--- config.mk ---
export PLATFORM = sky130hd
export DESIGN_NAME = aacr_top
export DESIGN_NICKNAME = d
export VERILOG_FILES = /design/src/rtl/aacr_pkg.sv /design/src/rtl/aacr_sub_if.sv /design/src/rtl/aacr_off_sub.sv /design/src/rtl/aacr_tick_div.sv /design/src/rtl/aacr_top.sv
export SDC_FILE = /design/constraint.sdc
export NUM_CORES = 1
export LEC_CHECK = 0
export BUFFER_PORTS_ARGS = -buffer_cell sky130_fd_sc_hd__clkbuf_2
export CAP_MARGIN = 0
export CORE_ASPECT_RATIO = 0.75
export CORE_MARGIN = 4
export CORE_UTILIZATION = 50
export DETAILED_ROUTE_END_ITERATION = 8
export GPL_TIMING_DRIVEN = 0
export PLACE_DENSITY = 0.81
export SYNTH_ARGS = -nofsm -noshare
export SYNTH_HDL_FRONTEND = slang
export SYNTH_SLANG_ARGS = --single-unit
--- constraint.sdc ---
create_clock -name i_core_clk -period 12.35 [get_ports i_core_clk]
set_clock_uncertainty 0.15 [all_clocks]
set_input_delay 3.0875 -clock i_core_clk [delete_from_list [all_inputs] [get_ports i_core_clk]]
set_output_delay 3.0875 -clock i_core_clk [all_outputs]
set_load 0.03 [all_outputs]
--- src/rtl/aacr_pkg.sv ---
// shared constants and types for the auxiliary converter control block
package aacr_pkg;
    localparam logic [3:0] MAIN_CTRL = 4'h4;
    localparam logic [3:0] MAIN_CH1A = 4'h5;
    localparam logic [3:0] MAIN_CH1B = 4'h6;
    localparam logic [3:0] MAIN_CH2 = 4'h7;
    localparam logic [3:0] MAIN_CH3 = 4'h8;
    localparam logic [3:0] MAIN_CH4 = 4'h9;
    localparam logic [2:0] SUB_DELAY = 3'h0;
    localparam logic [2:0] SUB_FLAGS = 3'h1;
    localparam logic [2:0] SUB_AUX_OFF = 3'h4;
    localparam logic [2:0] SUB_I_OFF = 3'h5;
    localparam logic [2:0] SUB_Q_OFF = 3'h6;
    localparam logic [2:0] SUB_TRIG = 3'h7;
    localparam int SUB_W = 3;
    localparam int FLAG_1A = 0;
    localparam int FLAG_1B = 1;
    localparam int FLAG_CH2 = 2;
    localparam int FLAG_CH3 = 3;
    localparam int FLAG_CH4 = 4;
    localparam int FLAG_AUX_OFF = 5;
    localparam int FLAG_I_OFF = 6;
    localparam int FLAG_Q_OFF = 7;
    localparam int FLAG_W = 8;
    localparam int TRIG_AUX = 0;
    localparam int TRIG_I = 1;
    localparam int TRIG_Q = 2;
    localparam int DELAY_W = 7;
    localparam int OFF_W = 9;
    localparam int RES_W = 12;
    localparam int DELAY_UNIT_CLK = 48;
    localparam logic [DELAY_W-1:0] DELAY_RST = 7'h00;
    localparam logic [OFF_W-1:0] OFF_RST = 9'h000;
    localparam logic [RES_W-1:0] RES_RST = 12'h000;
    localparam int CLK_MHZ = 200;
    localparam int SETTLE_NS = 1000;
    localparam int SETTLE_CYC = (SETTLE_NS * CLK_MHZ + 999) / 1000;
    localparam int CAL_US = 100;
    localparam int CAL_CYC = CAL_US * CLK_MHZ;
    typedef enum logic [2:0] {SEL_CH1, SEL_CH2, SEL_CH3, SEL_CH4,
        SEL_AUX_OFF, SEL_I_OFF, SEL_Q_OFF} aacr_sel_e;
    typedef enum logic [2:0] {ST_IDLE, ST_SETTLE, ST_CONV, ST_CAL} aacr_state_e;
endpackage

--- src/rtl/aacr_sub_if.sv ---
// raw sample and offset in, compensated sample out
interface aacr_sub_if #(parameter int RAW_W = 12, parameter int OFF_W = 9);
    logic [RAW_W-1:0] raw;
    logic [OFF_W-1:0] off;
    logic [RAW_W-1:0] res;
    modport src (output raw, output off, input res);
    modport sub (input raw, input off, output res);
endinterface

--- src/rtl/aacr_off_sub.sv ---
// signed offset subtraction with saturation
module aacr_off_sub #(
    parameter int RAW_W = 12,
    parameter int OFF_W = 9
) (
    aacr_sub_if.sub s
);
    logic signed [RAW_W:0] diff;
    // one guard bit is enough: a 9-bit offset cannot move a 12-bit value further
    assign diff = $signed({s.raw[RAW_W-1], s.raw})
        - $signed({{(RAW_W+1-OFF_W){s.off[OFF_W-1]}}, s.off});
    always_comb
    begin
        if (diff[RAW_W] != diff[RAW_W-1])
            s.res = {diff[RAW_W], {(RAW_W-1){~diff[RAW_W]}}};
        else
            s.res = diff[RAW_W-1:0];
    end
endmodule

--- src/rtl/aacr_tick_div.sv ---
// restartable divider giving a one-cycle tick every DIV clocks
module aacr_tick_div #(
    parameter int DIV = 48
) (
    input wire logic i_core_clk,
    input wire logic i_sys_rst,
    input wire logic i_restart,
    output logic o_tick
);
    localparam int CW = $clog2(DIV);
    localparam logic [CW-1:0] LAST = CW'(DIV - 1);
    logic [CW-1:0] cnt_ff;

    always_ff @(posedge i_core_clk or posedge i_sys_rst)
    begin
        if (i_sys_rst)
            cnt_ff <= '0;
        else if (i_restart || cnt_ff == LAST)
            cnt_ff <= '0;
        else
            cnt_ff <= cnt_ff + 1'b1;
    end
    assign o_tick = !i_restart && cnt_ff == LAST;
endmodule

--- src/rtl/aacr_top.sv ---
// auxiliary converter control, flags, offsets and result registers
// Behaviour
// 7-bit delay in 48-clock units from burst rise to in-burst channel 1 conversion
// settling time is added after the programmed delay before converting
// a channel's flag is set while its conversion is pending
// flag word at subaddress 1: 1A,1B,ch2..4, aux/I/Q offset at bits 0..7
// flag word is read only; writes leave the flags alone
// three signed 9-bit offsets: auxiliary, I receive, Q receive
// offsets are subtracted from every receive sample and converter result
// offsets are readable and writable and reset to zero
// the block can measure the offsets itself
// trigger write starts offset measurement for Q bit2, I bit1, aux bit0
// offset measurements are converter runs done one at a time
// each offset measurement lasts about 100 microseconds
// trigger word is write only
// main address 4 subaddresses: 0 delay,1 flags,4/5/6 offsets,7 trigger
// 12-bit results at main addresses 5..9: 1A, 1B, ch2, ch3, ch4
// in-burst channel 1 result stored only while the burst is on
// out-of-burst channel 1 result stored only while the burst is off
// subaddress is right aligned in the low subaddress bits
// a flag clears once its result or offset has been updated
module aacr_top #(
    parameter int CAL_CYC = aacr_pkg::CAL_CYC,
    parameter int SETTLE_CYC = aacr_pkg::SETTLE_CYC
) (
    input wire logic i_core_clk,
    input wire logic i_sys_rst,
    input wire logic i_burst_on,
    input wire logic i_reg_wr,
    input wire logic i_reg_rd,
    input wire logic [3:0] i_reg_addr,
    input wire logic [3:0] i_reg_sub,
    input wire logic [11:0] i_reg_wdata,
    output logic [11:0] o_reg_rdata_ff,
    output logic o_reg_rvalid_ff,
    input wire logic [3:0] i_meas_req,
    output logic o_conv_start_ff,
    output logic [2:0] o_conv_sel_ff,
    input wire logic i_conv_done,
    input wire logic [11:0] i_conv_data,
    input wire logic i_bb_valid,
    input wire logic [11:0] i_bb_i,
    input wire logic [11:0] i_bb_q,
    output logic o_bb_valid_ff,
    output logic [11:0] o_bb_i_ff,
    output logic [11:0] o_bb_q_ff
);
    localparam int RW = aacr_pkg::RES_W;
    localparam int OW = aacr_pkg::OFF_W;
    localparam int CNT_W = $clog2(CAL_CYC + SETTLE_CYC + 1);
    localparam int SETTLE_D = SETTLE_CYC;
    localparam int DLY_UNIT = aacr_pkg::DELAY_UNIT_CLK;

    logic burst_s1_ff, burst_s2_ff, burst_d_ff, burst_rise;
    logic [aacr_pkg::DELAY_W-1:0] delay_ff, dly_cnt_ff;
    logic dly_run_ff, ready1a_ff, is_1a_ff, tick, seen_ff;
    logic [OW-1:0] aux_off_ff, i_off_ff, q_off_ff;
    logic [aacr_pkg::FLAG_W-1:0] flags_ff, flag_set, flag_clr;
    logic [RW-1:0] res1a_ff, res1b_ff, res2_ff, res3_ff, res4_ff, raw_ff;
    logic [CNT_W-1:0] cnt_ff;
    aacr_pkg::aacr_state_e state_ff;
    aacr_pkg::aacr_sel_e sel_ff;
    logic [aacr_pkg::SUB_W-1:0] sub;
    logic ctrl_wr, conv_fin, cal_fin;
    logic [OW-1:0] cal_val;

    aacr_sub_if #(.RAW_W(RW), .OFF_W(OW)) aux_if ();
    aacr_sub_if #(.RAW_W(RW), .OFF_W(OW)) i_if ();
    aacr_sub_if #(.RAW_W(RW), .OFF_W(OW)) q_if ();
    aacr_off_sub #(.RAW_W(RW), .OFF_W(OW)) u_aux_sub (.s(aux_if.sub));
    aacr_off_sub #(.RAW_W(RW), .OFF_W(OW)) u_i_sub (.s(i_if.sub));
    aacr_off_sub #(.RAW_W(RW), .OFF_W(OW)) u_q_sub (.s(q_if.sub));
    assign aux_if.raw = i_conv_data;
    assign aux_if.off = aux_off_ff;
    assign i_if.raw = i_bb_i;
    assign i_if.off = i_off_ff;
    assign q_if.raw = i_bb_q;
    assign q_if.off = q_off_ff;

    aacr_tick_div #(.DIV(DLY_UNIT)) u_div (
        .i_core_clk(i_core_clk),
        .i_sys_rst(i_sys_rst),
        .i_restart(burst_rise),
        .o_tick(tick)
    );

    assign sub = i_reg_sub[aacr_pkg::SUB_W-1:0];
    assign ctrl_wr = i_reg_wr && i_reg_addr == aacr_pkg::MAIN_CTRL;
    assign burst_rise = burst_s2_ff && !burst_d_ff;
    assign conv_fin = state_ff == aacr_pkg::ST_CONV && i_conv_done;
    assign cal_fin = state_ff == aacr_pkg::ST_CAL && cnt_ff == '0 && (seen_ff || i_conv_done);
    // offset is the raw zero-input reading, clipped to the 9-bit range
    always_comb
    begin
        logic [RW-1:0] r;
        r = seen_ff ? raw_ff : i_conv_data;
        if (r[RW-1] && r[RW-2:OW-1] != {(RW-OW){1'b1}})
            cal_val = {1'b1, {(OW-1){1'b0}}};
        else if (!r[RW-1] && r[RW-2:OW-1] != '0)
            cal_val = {1'b0, {(OW-1){1'b1}}};
        else
            cal_val = r[OW-1:0];
    end

    always_ff @(posedge i_core_clk or posedge i_sys_rst)
    begin
        if (i_sys_rst)
        begin
            burst_s1_ff <= 1'b0;
            burst_s2_ff <= 1'b0;
            burst_d_ff <= 1'b0;
        end
        else
        begin
            burst_s1_ff <= i_burst_on;
            burst_s2_ff <= burst_s1_ff;
            burst_d_ff <= burst_s2_ff;
        end
    end

    // delay runs on its own so a busy converter cannot stretch it
    always_ff @(posedge i_core_clk or posedge i_sys_rst)
    begin
        if (i_sys_rst)
        begin
            dly_run_ff <= 1'b0;
            dly_cnt_ff <= '0;
            ready1a_ff <= 1'b0;
        end
        else if (burst_rise)
        begin
            dly_run_ff <= 1'b1;
            dly_cnt_ff <= '0;
        end
        else
        begin
            // clear first so a delay ending while the sequencer takes the old one is kept
            if (state_ff == aacr_pkg::ST_IDLE && ready1a_ff)
                ready1a_ff <= 1'b0;
            if (dly_run_ff && dly_cnt_ff == delay_ff)
            begin
                dly_run_ff <= 1'b0;
                ready1a_ff <= 1'b1;
            end
            else if (dly_run_ff && tick)
                dly_cnt_ff <= dly_cnt_ff + 1'b1;
        end
    end

    always_comb
    begin
        flag_set = '0;
        flag_clr = '0;
        flag_set[aacr_pkg::FLAG_1A] = burst_rise;
        flag_set[aacr_pkg::FLAG_1B] = i_meas_req[0] && !burst_s2_ff;
        flag_set[aacr_pkg::FLAG_CH2] = i_meas_req[1];
        flag_set[aacr_pkg::FLAG_CH3] = i_meas_req[2];
        flag_set[aacr_pkg::FLAG_CH4] = i_meas_req[3];
        if (ctrl_wr && sub == aacr_pkg::SUB_TRIG)
        begin
            flag_set[aacr_pkg::FLAG_AUX_OFF] = i_reg_wdata[aacr_pkg::TRIG_AUX];
            flag_set[aacr_pkg::FLAG_I_OFF] = i_reg_wdata[aacr_pkg::TRIG_I];
            flag_set[aacr_pkg::FLAG_Q_OFF] = i_reg_wdata[aacr_pkg::TRIG_Q];
        end
        if (conv_fin)
        begin
            if (sel_ff == aacr_pkg::SEL_CH1)
                flag_clr[is_1a_ff ? aacr_pkg::FLAG_1A : aacr_pkg::FLAG_1B] = 1'b1;
            else
                flag_clr[aacr_pkg::FLAG_CH2 + int'(sel_ff) - 1] = 1'b1;
        end
        if (cal_fin)
            flag_clr[aacr_pkg::FLAG_AUX_OFF + int'(sel_ff) - 4] = 1'b1;
    end

    // set wins over clear; host writes reach this register only as trigger bits through flag_set
    always_ff @(posedge i_core_clk or posedge i_sys_rst)
    begin
        if (i_sys_rst)
            flags_ff <= '0;
        else
            flags_ff <= (flags_ff & ~flag_clr) | flag_set;
    end

    always_ff @(posedge i_core_clk or posedge i_sys_rst)
    begin
        if (i_sys_rst)
        begin
            delay_ff <= aacr_pkg::DELAY_RST;
            aux_off_ff <= aacr_pkg::OFF_RST;
            i_off_ff <= aacr_pkg::OFF_RST;
            q_off_ff <= aacr_pkg::OFF_RST;
        end
        else
        begin
            if (ctrl_wr && sub == aacr_pkg::SUB_DELAY)
                delay_ff <= i_reg_wdata[aacr_pkg::DELAY_W-1:0];
            // a finishing self-measurement outranks a host write in the same cycle
            if (cal_fin && sel_ff == aacr_pkg::SEL_AUX_OFF)
                aux_off_ff <= cal_val;
            else if (ctrl_wr && sub == aacr_pkg::SUB_AUX_OFF)
                aux_off_ff <= i_reg_wdata[OW-1:0];
            if (cal_fin && sel_ff == aacr_pkg::SEL_I_OFF)
                i_off_ff <= cal_val;
            else if (ctrl_wr && sub == aacr_pkg::SUB_I_OFF)
                i_off_ff <= i_reg_wdata[OW-1:0];
            if (cal_fin && sel_ff == aacr_pkg::SEL_Q_OFF)
                q_off_ff <= cal_val;
            else if (ctrl_wr && sub == aacr_pkg::SUB_Q_OFF)
                q_off_ff <= i_reg_wdata[OW-1:0];
        end
    end

    // single sequencer: only one conversion or measurement at a time
    always_ff @(posedge i_core_clk or posedge i_sys_rst)
    begin
        if (i_sys_rst)
        begin
            state_ff <= aacr_pkg::ST_IDLE;
            sel_ff <= aacr_pkg::SEL_CH1;
            is_1a_ff <= 1'b0;
            cnt_ff <= '0;
            seen_ff <= 1'b0;
            raw_ff <= aacr_pkg::RES_RST;
            o_conv_start_ff <= 1'b0;
            o_conv_sel_ff <= '0;
        end
        else
        begin
            o_conv_start_ff <= 1'b0;
            case (state_ff)
                aacr_pkg::ST_IDLE:
                begin
                    cnt_ff <= CNT_W'(SETTLE_CYC - 1);
                    seen_ff <= 1'b0;
                    state_ff <= aacr_pkg::ST_SETTLE;
                    is_1a_ff <= 1'b0;
                    if (ready1a_ff)
                    begin
                        sel_ff <= aacr_pkg::SEL_CH1;
                        is_1a_ff <= 1'b1;
                    end
                    else if (|flags_ff[aacr_pkg::FLAG_Q_OFF:aacr_pkg::FLAG_AUX_OFF])
                    begin
                        state_ff <= aacr_pkg::ST_CAL;
                        cnt_ff <= CNT_W'(CAL_CYC - 1);
                        o_conv_start_ff <= 1'b1;
                        if (flags_ff[aacr_pkg::FLAG_AUX_OFF])
                            sel_ff <= aacr_pkg::SEL_AUX_OFF;
                        else if (flags_ff[aacr_pkg::FLAG_I_OFF])
                            sel_ff <= aacr_pkg::SEL_I_OFF;
                        else
                            sel_ff <= aacr_pkg::SEL_Q_OFF;
                        o_conv_sel_ff <= flags_ff[aacr_pkg::FLAG_AUX_OFF] ? 3'h4 :
                            (flags_ff[aacr_pkg::FLAG_I_OFF] ? 3'h5 : 3'h6);
                    end
                    else if (flags_ff[aacr_pkg::FLAG_1B])
                        sel_ff <= aacr_pkg::SEL_CH1;
                    else if (flags_ff[aacr_pkg::FLAG_CH2])
                        sel_ff <= aacr_pkg::SEL_CH2;
                    else if (flags_ff[aacr_pkg::FLAG_CH3])
                        sel_ff <= aacr_pkg::SEL_CH3;
                    else if (flags_ff[aacr_pkg::FLAG_CH4])
                        sel_ff <= aacr_pkg::SEL_CH4;
                    else
                        state_ff <= aacr_pkg::ST_IDLE;
                end
                aacr_pkg::ST_SETTLE:
                begin
                    cnt_ff <= cnt_ff - 1'b1;
                    if (cnt_ff == '0)
                    begin
                        o_conv_start_ff <= 1'b1;
                        o_conv_sel_ff <= sel_ff;
                        state_ff <= aacr_pkg::ST_CONV;
                    end
                end
                aacr_pkg::ST_CONV:
                    if (i_conv_done)
                        state_ff <= aacr_pkg::ST_IDLE;
                aacr_pkg::ST_CAL:
                begin
                    if (cnt_ff != '0)
                        cnt_ff <= cnt_ff - 1'b1;
                    if (i_conv_done && !seen_ff)
                    begin
                        seen_ff <= 1'b1;
                        raw_ff <= i_conv_data;
                    end
                    if (cal_fin)
                        state_ff <= aacr_pkg::ST_IDLE;
                end
                default:
                    state_ff <= aacr_pkg::ST_IDLE;
            endcase
        end
    end

    always_ff @(posedge i_core_clk or posedge i_sys_rst)
    begin
        if (i_sys_rst)
        begin
            res1a_ff <= aacr_pkg::RES_RST;
            res1b_ff <= aacr_pkg::RES_RST;
            res2_ff <= aacr_pkg::RES_RST;
            res3_ff <= aacr_pkg::RES_RST;
            res4_ff <= aacr_pkg::RES_RST;
        end
        else if (conv_fin)
        begin
            case (sel_ff)
                aacr_pkg::SEL_CH1:
                    if (is_1a_ff && burst_s2_ff)
                        res1a_ff <= aux_if.res;
                    else if (!is_1a_ff && !burst_s2_ff)
                        res1b_ff <= aux_if.res;
                aacr_pkg::SEL_CH2:
                    res2_ff <= aux_if.res;
                aacr_pkg::SEL_CH3:
                    res3_ff <= aux_if.res;
                aacr_pkg::SEL_CH4:
                    res4_ff <= aux_if.res;
                default:
                    res4_ff <= res4_ff;
            endcase
        end
    end

    always_ff @(posedge i_core_clk or posedge i_sys_rst)
    begin
        if (i_sys_rst)
        begin
            o_bb_valid_ff <= 1'b0;
            o_bb_i_ff <= aacr_pkg::RES_RST;
            o_bb_q_ff <= aacr_pkg::RES_RST;
        end
        else
        begin
            o_bb_valid_ff <= i_bb_valid;
            if (i_bb_valid)
            begin
                o_bb_i_ff <= i_if.res;
                o_bb_q_ff <= q_if.res;
            end
        end
    end

    always_ff @(posedge i_core_clk or posedge i_sys_rst)
    begin
        if (i_sys_rst)
        begin
            o_reg_rvalid_ff <= 1'b0;
            o_reg_rdata_ff <= '0;
        end
        else
        begin
            o_reg_rvalid_ff <= i_reg_rd;
            o_reg_rdata_ff <= '0; // trigger and unmapped addresses read zero
            if (i_reg_rd)
            begin
                case (i_reg_addr)
                    aacr_pkg::MAIN_CTRL:
                        case (sub)
                            aacr_pkg::SUB_DELAY: o_reg_rdata_ff <= 12'(delay_ff);
                            aacr_pkg::SUB_FLAGS: o_reg_rdata_ff <= 12'(flags_ff);
                            aacr_pkg::SUB_AUX_OFF: o_reg_rdata_ff <= 12'(aux_off_ff);
                            aacr_pkg::SUB_I_OFF: o_reg_rdata_ff <= 12'(i_off_ff);
                            aacr_pkg::SUB_Q_OFF: o_reg_rdata_ff <= 12'(q_off_ff);
                            default: o_reg_rdata_ff <= '0;
                        endcase
                    aacr_pkg::MAIN_CH1A: o_reg_rdata_ff <= res1a_ff;
                    aacr_pkg::MAIN_CH1B: o_reg_rdata_ff <= res1b_ff;
                    aacr_pkg::MAIN_CH2: o_reg_rdata_ff <= res2_ff;
                    aacr_pkg::MAIN_CH3: o_reg_rdata_ff <= res3_ff;
                    aacr_pkg::MAIN_CH4: o_reg_rdata_ff <= res4_ff;
                    default: o_reg_rdata_ff <= '0;
                endcase
            end
        end
    end

    // checking helpers
    logic [15:0] age_ff;
    always_ff @(posedge i_core_clk or posedge i_sys_rst)
    begin
        if (i_sys_rst)
            age_ff <= '0;
        else if (burst_rise)
            age_ff <= '0;
        else if (age_ff != 16'hFFFF)
            age_ff <= age_ff + 1'b1;
    end
endmodule

==> impl_metrics.env <==
export IMPL_wl_per_cell_um=18.66
export IMPL_synth_nets=1252
export IMPL_setup_viol=0
export IMPL_num_vias=9296
export IMPL_holdBufCountCts=0
export IMPL_status="finished, final reports clean"
export IMPL_wirelength_mm=29.07
export IMPL_power_leakage_nw=5.803
export IMPL_max_vdd_ir_drop_mv=0.1272
export IMPL_max_freq_mhz=172.3
export IMPL_avgSynthCellArea_um2=9.578
export IMPL_ctsResizeCount=0
export IMPL_grt_pass1_wl_mm=45.82
export IMPL_yosysUniqueCellTypes=68
export IMPL_final_cell_mix="dfrtp_1, nand2_1, clkbuf_2"
export IMPL_path_cells="clkbuf_2 -> inv_1 -> ha_1 -> inv_1 -> fa_1 -> a211oi_2 -> o2111ai_1 -> a211oi_2 -> o22ai_2 -> and3_1 -> buf_2 -> a21oi_1 -> o21ai_0"
export IMPL_core_um2=21240
export IMPL_numCtsBuffers=17
export IMPL_ys_seq_area_share_pct=45.08
export IMPL_cts_tree="yes"
export IMPL_cts_sinks=196
export IMPL_first_pass_iters=5
export IMPL_hpwl_mm=21.40
export IMPL_grt_antenna_before_repair=0
export IMPL_power_mw=1.914
export IMPL_crit_arrival_ns=5.96
export IMPL_num_nets_final=1373
export IMPL_port_buffer_count=101
export IMPL_layout_min_cycle_time_ns=5.805
export IMPL_globalplace_congestion=0.9413
export IMPL_worstSetupPathType="primary input to flip-flop"
export IMPL_synthArstFlopShare_pct=100.0
export IMPL_root_buffer="clkbuf_16"
export IMPL_drv_slew=0
export IMPL_clock_path_buffers=2
export IMPL_diodes=0
export IMPL_remaining_drc_errors=0
export IMPL_syn_to_final_growth_pct=13.62
export IMPL_die_area_um2=24210
export IMPL_synth_main_ff_cell="dfrtp_1"
export IMPL_drt_iter0_drc=1037
export IMPL_crit_path_start_kind="primary input"
export IMPL_synth_area_um2=10880
export IMPL_powerDensity_nw_per_um2=154.8
export IMPL_dp_slack_ns=6.161
export IMPL_setup_tns_ns=0
export IMPL_grt_pass1_vias=8618
export IMPL_worst_ep_required_time_ns=12.50
export IMPL_worstSetupEndpointType="flip-flop"
export IMPL_die_h_um=135.8
export IMPL_postCtsSetupRepairBufs=0
export IMPL_rsz0062_at_grt="no"
export IMPL_die_w_um=178.3
export IMPL_maxSlewHeadroom_pct=43.21
export IMPL_yosys_warnings=0
export IMPL_synth_edf_count=0
export IMPL_clk_latency_ns=0.45
export IMPL_initial_core_util_pct=51.23
export IMPL_finalHoldViolCount=0
export IMPL_setup_slack_ns=6.545
export IMPL_slowest_delay_ns=0.43
export IMPL_via_per_inst=5.967
export IMPL_drive_gt1_share_pct=16.06
export IMPL_grt_usage_pct=24.12
export IMPL_tightestPinTransition_ns=0.8467
export IMPL_top_level_ports=109
export IMPL_grt_overflow_total=0
export IMPL_crit_family="compound AO/OA/AOI/OAI gates"
export IMPL_crit_buf_inv=4
export IMPL_ys_ff_latch=196
export IMPL_synthCells=1136
export IMPL_hp_class="flip-flop to flip-flop"
export IMPL_mostFrequentLayoutCell="dfrtp_1"
export IMPL_rows=46
export IMPL_grt_max_degree=114
export IMPL_max_cap_viol_count=0
export IMPL_drtAntennaViolNets=0
export IMPL_cp_max_fo=10
export IMPL_crit_path_top_delay_cell="fa_1"
export IMPL_clk_pin_slew_ns=0.07
export IMPL_htreeDepth=4
export IMPL_period_share_pct=47.00
## state kept, by name, indices dropped and copies added (netlist names), 2 cells and up
register and count:
res4_ff 12, state_ff 2, q_if.off 9, aux_if.off 9, cnt_ff 15, dly_cnt_ff 7
res2_ff 12, res3_ff 12, res1b_ff 12, o_bb_i_ff 12, delay_ff 7, u_div.cnt_ff 6
o_conv_sel_ff 3, raw_ff 12, i_if.off 9, sel_ff 3, o_bb_q_ff 12, o_reg_rdata_ff 12
res1a_ff 12, flags_ff 8
## synth_stat cells, types with 3 or more instances
| master | number | area (um^2) |
|---|---|---|
| a21oi_1 | 86 | 430.4 |
| a211o_1 | 3 | 26.28 |
| xor2_1 | 21 | 183.9 |
| a211oi_1 | 8 | 60.06 |
| or3_1 | 3 | 18.77 |
| o21a_1 | 9 | 67.56 |
| o31ai_1 | 3 | 22.52 |
| nor3_1 | 19 | 95.09 |
| a222oi_1 | 12 | 120.1 |
| a31oi_1 | 19 | 118.9 |
| xnor2_1 | 19 | 166.4 |
| nand2_1 | 119 | 446.7 |
| a22oi_1 | 15 | 112.6 |
| o22a_1 | 3 | 26.28 |
| o21ai_0 | 88 | 440.4 |
| nor2_1 | 94 | 352.8 |
| mux2i_1 | 50 | 500.5 |
| dfrtp_1 | 196 | 4905 |
| and3_1 | 7 | 43.79 |
| o21bai_1 | 3 | 22.52 |
| fa_1 | 3 | 60.06 |
| nand3_1 | 18 | 90.09 |
| nand4_1 | 7 | 43.79 |
| nor2b_1 | 12 | 75.07 |
| nor3b_1 | 7 | 52.55 |
| nor4_1 | 7 | 43.79 |
| mux2_2 | 54 | 608.1 |
| clkbuf_1 | 36 | 135.1 |
| inv_1 | 64 | 240.2 |
| and2_1 | 6 | 37.54 |
| o22ai_1 | 21 | 131.4 |
| buf_2 | 5 | 25.02 |
| o211ai_1 | 4 | 30.03 |
| ha_1 | 46 | 575.6 |
| a21o_1 | 16 | 120.1 |
| nand2b_1 | 11 | 68.82 |
## cells by family after synthesis
kind of cell               after synthesis  synth area share, %
DFF                                    196                45.08
muxes                                  105                10.40
adders and majority gates               49                5.842
AOI/OAI and AO/OA                      319                18.40
buffers and inverters                  109                3.887
xor gates and xnor gates                40                3.220
and+or+nand+nor                        318                13.18
## layout make-up
class	instances	area [um^2]
tap	288	360.3
fill	1809	8876
timing repair buffer	102	533.0
sequential	196	4905
inverter	65	251.5
multi-input combinational	831	5553
clock buffer	18	439.2
buffer	44	178.9
clock inverter	14	141.4
## metal layers
metal	share of wire (%)	GRT usage (%)	vias up	wire, um
met5	0	0	-	0
met4	1.8	7.115	0	526
met3	8.3	5.273	53	2423
met2	44	36.03	394	12790
met1	46	35.41	4516	13340
li1	-	-	4333	-
## path summary, 6_finish.rpt
check | from | end | slack, ns | cells past startpoint
setup / recovery | i_conv_data[0] | res4_ff[1]$_DFFE_PP0P_ | 6.54 | 13
hold / removal | burst_s1_ff$_DFF_PP0_ | burst_s2_ff$_DFF_PP0_ | 0.21 | 0
setup reg to reg | aux_if.off[0]$_DFFE_PP0P_ | res4_ff[1]$_DFFE_PP0P_ | 9.01 | 11
hold reg to reg | burst_s1_ff$_DFF_PP0_ | burst_s2_ff$_DFF_PP0_ | 0.21 | 0
max in group asynchronous | i_sys_rst | raw_ff[3]$_DFFE_PP0P_ | 8.54 | 3
min in group asynchronous | i_sys_rst | o_bb_i_ff[9]$_DFFE_PP0P_ | 2.60 | 2
## power by group
group	internal (mW)	total, mW	leakage, nW	switching (mW)
Clock	0.290	0.555	0.288	0.265
Combinational	0.205	0.551	2.97	0.346
Sequential	0.735	0.809	2.54	0.0732
Total	1.23	1.91	5.80	0.684
## per-stage QoR
step | hold WS [ns] | std cells | utilization [%] | cell area [um^2]
5_1_grt | 0.2211 | 1558 | 58.21 | 12360
4_1_cts | 0.2155 | 1558 | 58.21 | 12360
3_5_place_dp | 0.1984 | 1526 | 55.47 | 11780
3_3_place_gp | 0.1826 | 1525 | 55.31 | 11750
2_1_floorplan | 0.1812 | 1136 | - | 10880
6_report | 0.2106 | 1558 | 58.21 | 12360
(Power assumes the default switching activity.)
